===== src/shared/lca_pkg.sv =====
package lca_pkg;

   // ==========================================
   // Group geometry
   localparam int CELLS_PER_GROUP = 8;
   localparam int HALF_CELLS = 4;
   localparam int BITS_PER_CELL = 2;
   localparam int MAX_CHAIN_BITS = CELLS_PER_GROUP * BITS_PER_CELL;
   localparam int LUT_INPUTS = 6;
   localparam int LUT_SIZE = 64;
   localparam int UPPER_START = 0;
   localparam int LOWER_START = 4;
   localparam int UPPER_LAST = 3;
   localparam int LOWER_LAST = 7;

   // ==========================================
   // Cell operating modes
   typedef enum logic [2:0] {
      LCA_MODE_NORMAL = 3'h1,
      LCA_MODE_ARITH = 3'h2,
      LCA_MODE_SHARED = 3'h4
   } lca_mode_t;

   // ==========================================
   // Carry chain placement within a group
   typedef enum logic [3:0] {
      LCA_CHAIN_OFF = 4'h1,
      LCA_CHAIN_FULL = 4'h2,
      LCA_CHAIN_UPPER = 4'h4,
      LCA_CHAIN_LOWER = 4'h8
   } lca_chain_t;

   localparam logic RESET_BIT = 1'h0;

endpackage


===== src/verilog/lca_cell.sv =====
`timescale 1ns/1ps
module lca_cell (
   // Clock and reset
   input wire logic ref_clk,
   input wire logic rstn,
   // Configuration
   input wire lca_pkg::lca_mode_t mode,
   input wire logic [lca_pkg::LUT_SIZE-1:0] lutMaskFirst,
   input wire logic [lca_pkg::LUT_SIZE-1:0] lutMaskSecond,
   input wire logic bypassFirst,
   input wire logic bypassSecond,
   // Data inputs
   input wire logic dataA,
   input wire logic dataB,
   input wire logic dataC,
   input wire logic dataD,
   input wire logic upperSelEFirst,
   input wire logic upperSelFFirst,
   input wire logic upperSelESecond,
   input wire logic upperSelFSecond,
   // Chains
   input wire logic carryIn,
   input wire logic sharedIn,
   output logic carryOut,
   output logic sharedOut,
   // Outputs
   output logic topOut,
   output logic secondOut
);

   logic firstFunc;
   logic secondFunc;
   logic midCarry;
   logic firstReg_q;
   logic firstReg_d;
   logic secondReg_q;
   logic secondReg_d;

   function automatic logic maj3(input logic x, input logic y, input logic z);
      maj3 = (x & y) | (x & z) | (y & z);
   endfunction

   function automatic logic lutRead(input logic [lca_pkg::LUT_SIZE-1:0] mask,
                                    input logic [lca_pkg::LUT_INPUTS-1:0] idx);
      lutRead = mask[idx];
   endfunction

   // ==========================================
   // Function and adder logic
   always_comb begin
      logic sumLutLo;
      logic sumLutHi;
      logic carLutLo;
      logic carLutHi;
      sumLutLo = dataA ^ dataB ^ dataC;
      carLutLo = maj3(dataA, dataB, dataC);
      sumLutHi = dataD ^ upperSelEFirst ^ upperSelESecond;
      carLutHi = maj3(dataD, upperSelEFirst, upperSelESecond);
      firstFunc = 1'h0;
      secondFunc = 1'h0;
      midCarry = 1'h0;
      carryOut = 1'h0;
      sharedOut = 1'h0;
      case (mode)
         lca_pkg::LCA_MODE_ARITH: begin
            firstFunc = dataA ^ dataB ^ carryIn;
            midCarry = maj3(dataA, dataB, carryIn);
            secondFunc = dataC ^ dataD ^ midCarry;
            carryOut = maj3(dataC, dataD, midCarry);
         end
         lca_pkg::LCA_MODE_SHARED: begin
            // Three operands reduce to sum plus shifted carry
            firstFunc = sumLutLo ^ sharedIn ^ carryIn;
            midCarry = maj3(sumLutLo, sharedIn, carryIn);
            secondFunc = sumLutHi ^ carLutLo ^ midCarry;
            carryOut = maj3(sumLutHi, carLutLo, midCarry);
            sharedOut = carLutHi;
         end
         default: begin
            // Both functions see the same a..d; only selects differ
            firstFunc = lutRead(lutMaskFirst, {upperSelFFirst, upperSelEFirst,
                                               dataD, dataC, dataB, dataA});
            secondFunc = lutRead(lutMaskSecond, {upperSelFSecond, upperSelESecond,
                                                 dataD, dataC, dataB, dataA});
         end
      endcase
   end

   // ==========================================
   // Output registers
   always_comb begin
      firstReg_d = firstFunc;
      secondReg_d = secondFunc;
   end

   always_ff @(posedge ref_clk) begin
      if (!rstn) begin
         firstReg_q <= lca_pkg::RESET_BIT;
         secondReg_q <= lca_pkg::RESET_BIT;
      end else begin
         firstReg_q <= firstReg_d;
         secondReg_q <= secondReg_d;
      end
   end

   // Bypass trades a register stage for latency
   assign topOut = bypassFirst ? firstFunc : firstReg_q;
   assign secondOut = bypassSecond ? secondFunc : secondReg_q;

endmodule


===== src/verilog/lca_group.sv =====
`timescale 1ns/1ps
// Notes on behaviour
// - Shared mode adds three operands per bit
// - Shared mode: four LUTs, sum or carry each
// - Shared carry feeds next adder, same group
// - Fast carry links adders in arithmetic modes
// - Chains start at cell one or five
// - Final carry-out lands in the registered finalCarry group output
// - Sixteen bits per group, then next group
// - Chains continue vertically up the column
// - Half chains carry into matching next half
// - Unused half stays in normal mode
// - Columns alternate top or bottom bypass
// - Five-input pairs share all four inputs a..d
// - Six-input pairs share four, same function
// - First select pair drives first register
// - Second select pair drives second register
module lca_group #(
   parameter int CELLS = lca_pkg::CELLS_PER_GROUP,
   parameter bit TOP_BYPASSABLE = 1'b1
) (
   // Clock and reset
   input wire logic ref_clk,
   input wire logic rstn,
   // Chain configuration
   input wire lca_pkg::lca_chain_t chainMode,
   input wire logic chainStart,
   input wire logic [CELLS-1:0] sharedSel,
   // Cell configuration
   input wire logic [CELLS-1:0][lca_pkg::LUT_SIZE-1:0] lutMaskFirst,
   input wire logic [CELLS-1:0][lca_pkg::LUT_SIZE-1:0] lutMaskSecond,
   input wire logic [CELLS-1:0] sixInPair,
   input wire logic [CELLS-1:0] bypassFirst,
   input wire logic [CELLS-1:0] bypassSecond,
   // Cell data
   input wire logic [CELLS-1:0] dataA,
   input wire logic [CELLS-1:0] dataB,
   input wire logic [CELLS-1:0] dataC,
   input wire logic [CELLS-1:0] dataD,
   input wire logic [CELLS-1:0] upperSelEFirst,
   input wire logic [CELLS-1:0] upperSelFFirst,
   input wire logic [CELLS-1:0] upperSelESecond,
   input wire logic [CELLS-1:0] upperSelFSecond,
   // Chain from and to neighbouring groups in the column
   input wire logic carryInUpper,
   input wire logic carryInLower,
   output logic carryOutUpper,
   output logic carryOutLower,
   // Results
   output logic [CELLS-1:0] topOut,
   output logic [CELLS-1:0] secondOut,
   output logic finalCarry,
   output logic cfgError,
   output logic [CELLS-1:0] packError
);

   logic [CELLS-1:0] inChain;
   logic [CELLS-1:0] cellCarryIn;
   logic [CELLS-1:0] cellSharedIn;
   logic [CELLS-1:0] cellCarryOut;
   logic [CELLS-1:0] cellSharedOut;
   lca_pkg::lca_mode_t cellMode [CELLS];
   lca_pkg::lca_chain_t effChain;
   logic chainEnd;
   logic finalCarry_q;
   logic finalCarry_d;
   logic cfgError_q;
   logic cfgError_d;
   logic [CELLS-1:0] packError_q;
   logic [CELLS-1:0] packError_d;

   function automatic logic isUpper(input int idx);
      isUpper = idx < lca_pkg::HALF_CELLS;
   endfunction

   // ==========================================
   // Chain placement
   always_comb begin
      effChain = chainMode;
      cfgError_d = 1'h0;
      // A half chain bypasses the other half; only one half per column may be skipped
      if (chainMode == lca_pkg::LCA_CHAIN_UPPER && TOP_BYPASSABLE) begin
         effChain = lca_pkg::LCA_CHAIN_OFF;
         cfgError_d = 1'h1;
      end else if (chainMode == lca_pkg::LCA_CHAIN_LOWER && !TOP_BYPASSABLE) begin
         effChain = lca_pkg::LCA_CHAIN_OFF;
         cfgError_d = 1'h1;
      end
      for (int i = 0; i < CELLS; i++) begin
         case (effChain)
            lca_pkg::LCA_CHAIN_FULL: inChain[i] = 1'h1;
            lca_pkg::LCA_CHAIN_UPPER: inChain[i] = isUpper(i);
            lca_pkg::LCA_CHAIN_LOWER: inChain[i] = !isUpper(i);
            default: inChain[i] = 1'h0;
         endcase
         if (!inChain[i]) begin
            cellMode[i] = lca_pkg::LCA_MODE_NORMAL;
         end else if (sharedSel[i]) begin
            cellMode[i] = lca_pkg::LCA_MODE_SHARED;
         end else begin
            cellMode[i] = lca_pkg::LCA_MODE_ARITH;
         end
         packError_d[i] = !inChain[i] && sixInPair[i] && (lutMaskFirst[i] != lutMaskSecond[i]);
      end
   end

   // ==========================================
   // Carry and shared-arithmetic links
   always_comb begin
      for (int i = 0; i < CELLS; i++) begin
         if (i == lca_pkg::UPPER_START) begin
            // Entry point only at cell one or cell five
            cellCarryIn[i] = chainStart ? 1'h0 : carryInUpper;
            cellSharedIn[i] = 1'h0;
         end else if (i == lca_pkg::LOWER_START && effChain == lca_pkg::LCA_CHAIN_LOWER) begin
            cellCarryIn[i] = chainStart ? 1'h0 : carryInLower;
            cellSharedIn[i] = 1'h0;
         end else begin
            cellCarryIn[i] = cellCarryOut[i-1];
            cellSharedIn[i] = cellSharedOut[i-1];
         end
      end
      carryOutUpper = 1'h0;
      carryOutLower = 1'h0;
      chainEnd = 1'h0;
      case (effChain)
         lca_pkg::LCA_CHAIN_FULL: begin
            carryOutUpper = cellCarryOut[lca_pkg::LOWER_LAST];
            chainEnd = cellCarryOut[lca_pkg::LOWER_LAST];
         end
         lca_pkg::LCA_CHAIN_UPPER: begin
            carryOutUpper = cellCarryOut[lca_pkg::UPPER_LAST];
            chainEnd = cellCarryOut[lca_pkg::UPPER_LAST];
         end
         lca_pkg::LCA_CHAIN_LOWER: begin
            carryOutLower = cellCarryOut[lca_pkg::LOWER_LAST];
            chainEnd = cellCarryOut[lca_pkg::LOWER_LAST];
         end
         default: chainEnd = 1'h0;
      endcase
      finalCarry_d = chainEnd;
   end

   always_ff @(posedge ref_clk) begin
      if (!rstn) begin
         finalCarry_q <= lca_pkg::RESET_BIT;
         cfgError_q <= lca_pkg::RESET_BIT;
         packError_q <= '0;
      end else begin
         finalCarry_q <= finalCarry_d;
         cfgError_q <= cfgError_d;
         packError_q <= packError_d;
      end
   end

   assign finalCarry = finalCarry_q;
   assign cfgError = cfgError_q;
   assign packError = packError_q;

   // ==========================================
   // Cells
   for (genvar g = 0; g < CELLS; g++) begin : gCell
      lca_cell uCell (
         .ref_clk(ref_clk),
         .rstn(rstn),
         .mode(cellMode[g]),
         .lutMaskFirst(lutMaskFirst[g]),
         .lutMaskSecond(lutMaskSecond[g]),
         .bypassFirst(bypassFirst[g]),
         .bypassSecond(bypassSecond[g]),
         .dataA(dataA[g]),
         .dataB(dataB[g]),
         .dataC(dataC[g]),
         .dataD(dataD[g]),
         .upperSelEFirst(upperSelEFirst[g]),
         .upperSelFFirst(upperSelFFirst[g]),
         .upperSelESecond(upperSelESecond[g]),
         .upperSelFSecond(upperSelFSecond[g]),
         .carryIn(cellCarryIn[g]),
         .sharedIn(cellSharedIn[g]),
         .carryOut(cellCarryOut[g]),
         .sharedOut(cellSharedOut[g]),
         .topOut(topOut[g]),
         .secondOut(secondOut[g])
      );
   end

endmodule


===== config.mk =====
export PLATFORM = sky130hd
export DESIGN_NAME = lca_group
export DESIGN_NICKNAME = d
export VERILOG_FILES = /design/src/shared/lca_pkg.sv /design/src/verilog/lca_cell.sv /design/src/verilog/lca_group.sv
export SDC_FILE = /design/constraint.sdc
export NUM_CORES = 1
export LEC_CHECK = 0
export BUFFER_PORTS_ARGS = -buffer_cell sky130_fd_sc_hd__buf_2
export CAP_MARGIN = 25
export CELL_PAD_IN_SITES_DETAIL_PLACEMENT = 1
export CELL_PAD_IN_SITES_GLOBAL_PLACEMENT = 2
export CORE_AREA = 2 2 448 450
export CTS_CLUSTER_DIAMETER = 100
export CTS_CLUSTER_SIZE = 14
export DETAILED_ROUTE_END_ITERATION = 8
export DIE_AREA = 0 0 450 452
export PLACE_DENSITY_LB_ADDON = 0.1
export SLEW_MARGIN = 20
export SYNTH_ARGS = -nofsm -noshare
export SYNTH_HDL_FRONTEND = slang
export SYNTH_SLANG_ARGS = --single-unit

===== constraint.sdc =====
create_clock -name ref_clk -period 21.1 [get_ports ref_clk]
set_input_delay 4.22 -clock ref_clk [delete_from_list [all_inputs] [get_ports ref_clk]]
set_output_delay 4.22 -clock ref_clk [all_outputs]
set_load 0.005 [all_outputs]

# Yosys cells after proc, flatten, opt, wreduce, memory -nomap -nowiden
# Cells that the tools add are included.
# op_classes
order_cmp,16
n_eq_ne,28
n_mux,106
bitwise,310
n_reduce_logical,20
# ops
op,count
$ne A64 B64 Y1,8
$and A1 B1 Y1,131
$lt A6 B7 Y1 const B,16
$bmux W1 S6,16
$or A1 B1 Y1,92
$xor A1 B1 Y1,87
$pmux W1 S2,26
$mux W3,16
$mux W1,47
$eq A3 B2 Y1 const B,8
$eq A3 B3 Y1 const B,8
$logic_and A1 B1 Y1,16
$eq A4 B3 Y1 const B,2
$eq A4 B2 Y1 const B,1
$eq A4 B4 Y1 const B,1
$mux W4,1
$reduce_or A2 Y1,2
$logic_not A1 Y1,2
# totals
reg_bits,26
input_bits,1129
out_inout_bits,28
word_cells,499

# Depth between registers and ports, before layout
# logic_depth
depth_word,59
ltp_mapped,48
ltp_nobuf,45

# Modules after synthesis
# From an unflattened synthesis, not the netlist that was laid out.
# hier_totals
hier_cells,2084
hier_area_um2,18758.0
# by_module_without_submodules
module,instances,cells_per_inst,area_per_inst_um2,seq_area_each_um2
lca_cell,8,169,1594.0,40.0
lca_group,1,732,6005.8,200.2

# Least setup slack after synthesis
# OpenSTA, ideal clock, no wires.
# synth_timing
kind,input port to output port
start,in dataC[0]
end,out secondOut[7]
t_arrival_ns,12.323
t_required_ns,16.880
setup_slack_ns,4.557
path_stages,43
n_path_buf,3
path_cell_list,buf_2 -> buf_1 -> inv_1 -> fa_1 -> nor2_1 -> fa_1 -> nand2_1 -> o21ai_0 -> a31oi_1 -> fa_1 -> mux2i_1 -> o211a_1 -> nor2_1 -> fa_1 -> mux2i_1 -> o211a_1 -> nor2_1 -> fa_1 -> (+7 left out) -> nor2_1 -> nor2_1 -> fa_1 -> mux2i_1 -> nand2_1 -> nor2_1 -> nor2_1 -> fa_1 -> mux2i_1 -> nand2_1 -> nor2_1 -> nor2_1 -> fa_1 -> nor2b_1 -> a211oi_1 -> a31oi_1 -> a31oi_1 -> buf_4
# synth_via
elab_chain_len,56
elab_cells_between_ends,131
classes_between,10 x mux; 121 x bitwise
# synth_rtl
item,line,text
start: declaration,lca_group.sv:38,"input wire logic [CELLS-1:0] dataC,"
$and A1 B1 Y1,lca_cell.sv:40,maj3 = (x & y) | (x & z) | (y & z);
$or A1 B1 Y1 (2 in a row),lca_cell.sv:40,
$and A1 B1 Y1,lca_cell.sv:40,
$or A1 B1 Y1 (2 in a row),lca_cell.sv:40,
$pmux W1 S2 *,lca_cell.sv:64,case (mode)
$and A1 B1 Y1,lca_cell.sv:40,
$or A1 B1 Y1 (2 in a row),lca_cell.sv:40,
$and A1 B1 Y1,lca_cell.sv:40,
(+35 left out),--,
$and A1 B1 Y1,lca_cell.sv:40,
$or A1 B1 Y1 (2 in a row),lca_cell.sv:40,
$pmux W1 S2 *,lca_cell.sv:64,
$and A1 B1 Y1,lca_cell.sv:40,
$or A1 B1 Y1 (2 in a row),lca_cell.sv:40,
$xor A1 B1 Y1 (on tied branches),"lca_cell.sv:75, lca_cell.sv:68",
$pmux W1 S2 *,lca_cell.sv:64,
$mux W1 *,lca_cell.sv:108,assign secondOut = bypassSecond ? secondFunc : secondReg_q;
end: declaration,lca_group.sv:51,"output logic [CELLS-1:0] secondOut,"
# Every way passes the cells marked *; elsewhere a longest branch is shown, timed or not.

# Final worst setup path
# Ends and elaborated chain as after synthesis.

==> flow_metrics.py <==
metrics = {
    "drt": {
        "ant_nets": 0,
        "wire_per_inst_um": 28.50,
        "drt-total-wl_um": 157300,
        "routed_via_density": 3.650,
        "dr_total_vias": 20150,
        "drc_errors": 0,
        "drt_iter0_markers": 762,
        "drt_first_pass_iters": 4,
    },
    "setup_path": {
        "max_stage_delay_ns": 0.50,
        "crit_cells": 43,
        "critPathCaptureType": "output port",
        "path_max_fanout": 29,
        "cp_top_family": "adder cells",
        "crit_end": "secondOut[7]",
        "path_class": "in2out",
        "critical_path_required_ns": 16.88,
        "cp-startpoint": "dataC[0]",
        "worst_path_max_delay_cell": "fa_1",
        "crit_arrival_ns": 14.61,
        "critPathBufInv": 4,
        "startpoint_type": "input port",
    },
    "final_layout": {
        "final_common_cell": "buf_2",
        "syn_to_final_growth_pct": 51.92,
        "postLayoutCellArea_mm2": 0.02589,
        "multi_input_comb_area_mm2": 0.01575,
        "final-seq-area_um2": 520.5,
        "n_fill_cell": 23830,
        "drive_above_1_share_pct": 50.92,
        "nets": 4009,
        "final_cell_mix": "1155 x buf_2, 295 x xnor2_1, 226 x xor2_1",
    },
    "timing": {
        "max_slew.worst_pin.slew_ns": 0.8758,
        "rsz0062_at_grt": "false",
        "max_freq_mhz": 53.10,
        "setup_violations": 0,
        "hold_viol": 0,
        "period_needed_ns": 18.83,
        "drv_slew": 0,
        "tns_ns": 0,
        "max_slew_margin_pct": 41.07,
        "finalCritPeriodShare_pct": 89.25,
    },
    "clock_network": {
        "cts_sinks": 26,
        "cts.repair.resized": 0,
        "cts_tree": "done",
        "clockBufferDepth": 2,
        "cts_hold_buf": 0,
        "cts-root-buf": "clkbuf_16",
        "postCtsSetupBuffers": 0,
        "htreeDepth": 1,
        "cts_made_buffers": 3,
        "clk_pin_slew_ns": 0.14,
    },
    "die": {
        "core-area_mm2": 0.1986,
        "rows": 164,
        "die_w_um": 450,
        "die_y_um": 452,
        "dieArea_mm2": 0.2034,
        "io_pins": 1157,
        "start_util_pct": 8.580,
    },
    "yosys": {
        "ys_async_sr_fraction_pct": 0,
        "synth_xor_area_share_pct": 26.77,
        "avgSynthCellArea_um2": 9.661,
        "synth_edf_count": 0,
        "ys_seq_area_share_pct": 3.054,
        "synth_top_family_by_area": "multiplexers",
        "netlist_instances": 1764,
        "synth_cell_types": 64,
        "syn-cell-area_mm2": 0.01704,
        "synth_warnings": 0,
        "muxShareOfSynthArea_pct": 38.70,
        "synth_nets": 2939,
        "synth_compound_area_share_pct": 7.621,
        "ys_seq_elements": 26,
        "synth_simple_gate_area_share_pct": 14.47,
        "synth_flop_cell": "dfxtp_1",
        "synth-adder-area-share_pct": 4.743,
    },
    "placed_design": {
        "dpl_cell_area_mm2": 0.02574,
        "dp_hpwl_um": 143700,
        "portBuffers": 1156,
        "gp_congestion": 0.8269,
    },
    "global_route": {
        "antenna_found_initial": 139,
        "grt_pass1_wl_um": 206800,
        "grt_start_max_net_pins": 44,
        "grt_pass1_vias": 22800,
        "grt-ovfl-total": 0,
        "grt.total_usage_pct": 14.72,
    },
    "job": {
        "maxCapViolations": 0,
    },
    "power": {
        "combPwrFrac_pct": 82.4,
        "p_leak_nw": 10.33,
        "seqPwrFrac_pct": 7.8,
        "power_switching_w": 0.0003660,
        "ir_worst_vdd_mv": 0.03891,
        "p_per_area_mw_per_mm2": 27.35,
        "power_switching_share_pct": 51.69,
        "pwr-share-clk_pct": 9.8,
        "power.internal_w": 0.0003421,
    },
    "run_status": {
        "status": "finished, final reports clean",
    },
    "hold_path": {
        "min_path_type": "in2reg",
    },
}
## worst min-delay path by stage
stage | start | to | cells after the start
after global placement | sixInPair[5] | packError[5] | 2
after global routing | sixInPair[5] | packError[5] | 2
after floorplan | chainMode[3] | cfgError | 1
after CTS | sixInPair[5] | packError[5] | 2
after detailed placement | sixInPair[5] | packError[5] | 2
final | sixInPair[5] | packError[5] | 2
## final cells by class
type / count / share of cell area, %
antenna: 31 / 0.2996
clock buffer: 3 / 0.2900
inverter: 45 / 0.6524
multi-input combinational: 1577 / 60.83
sequential: 26 / 2.010
tap: 2656 / 12.84
timing repair buffer: 1181 / 23.08
## power by group through the flow
stage	logic [W]	registers, W	clock network (W)
floorplan	0.000280	0.0000557	0
global placement	0.000610	0.0000563	0
detailed placement	0.000603	0.0000561	0
CTS	0.000606	0.0000551	0.0000808
global route	0.000635	0.0000555	0.0000796
finish	0.000584	0.0000550	0.0000695
## state kept, by name, indices dropped and copies added, names as in the netlist
register,cells
gCell.uCell.firstReg_q,8
gCell.uCell.secondReg_q,8
packError,8
cfgError,1
finalCarry,1
## kinds of logic (layout without fill, tap and decap cells)
logic type,count (synthesis),in the layout
xor gates and xnor gates,521,521
muxes,382,382
and+or+nand+nor,447,447
buffers and inverters,161,1229
AOI/OAI and AO/OA,181,181
DFF,26,26
other,0,31
adders and majority gates,46,46
## per-stage QoR
stage	instances	setup WS [ns]	hold slack [ns]	power (W)	utilization, %
after floorplan	1764	4.557	4.296	0.0003362	-
after detailed placement	5485	1.595	4.450	0.0006588	12.96
after CTS	5488	1.564	4.049	0.0007415	13.00
final	5519	2.268	4.086	0.0007082	13.03
after global placement	5485	1.696	4.452	0.0006666	12.96
after global routing	5504	0.9597	4.073	0.0007705	13.02
## cells in the mapped netlist, drive strengths merged, types with 3 or more instances
master	instances	area (um^2)
nor2	76	285.3
dfxtp	26	520.5
a311oi	8	70.07
nand2b	16	100.1
mux4	219	4932
nor3	13	65.06
o2111ai	4	35.03
inv	42	157.7
and2	8	50.05
a211oi	17	127.6
clkinv	3	11.26
nand2	49	183.9
nor4	87	544.3
ha	15	187.7
o21ai	15	75.07
xor2	226	1979
nor2b	24	150.1
nand4	99	619.3
o21bai	4	30.03
clkbuf	38	142.6
a221oi	7	61.31
or2	3	18.77
o22ai	10	62.56
nand3	35	175.2
a31oi	14	87.58
a21oi	29	145.1
o211ai	8	60.06
buf	78	478.0
xnor2	295	2584
mux2i	137	1371
nand3b	6	45.04
a2111oi	9	78.83
a22o	5	43.79
nor4b	3	26.28
a22oi	30	225.2
fa	31	620.6
and3	15	93.84
o221ai	6	52.55
mux2	26	292.8
## routing by layer
| layer | vias to the layer above | track usage (%) | part of all wire (%) | wire [um] |
|---|---|---|---|---|
| li1 | 9018 | - | - | - |
| met1 | 10060 | 16.03 | 38 | 59360 |
| met2 | 770 | 29.98 | 56 | 88500 |
| met3 | 227 | 2.873 | 4.6 | 7223 |
| met4 | 68 | 0.8756 | 1.1 | 1793 |
| met5 | - | 0 | 0.26 | 402 |
Power figures use the tool's default switching activity.
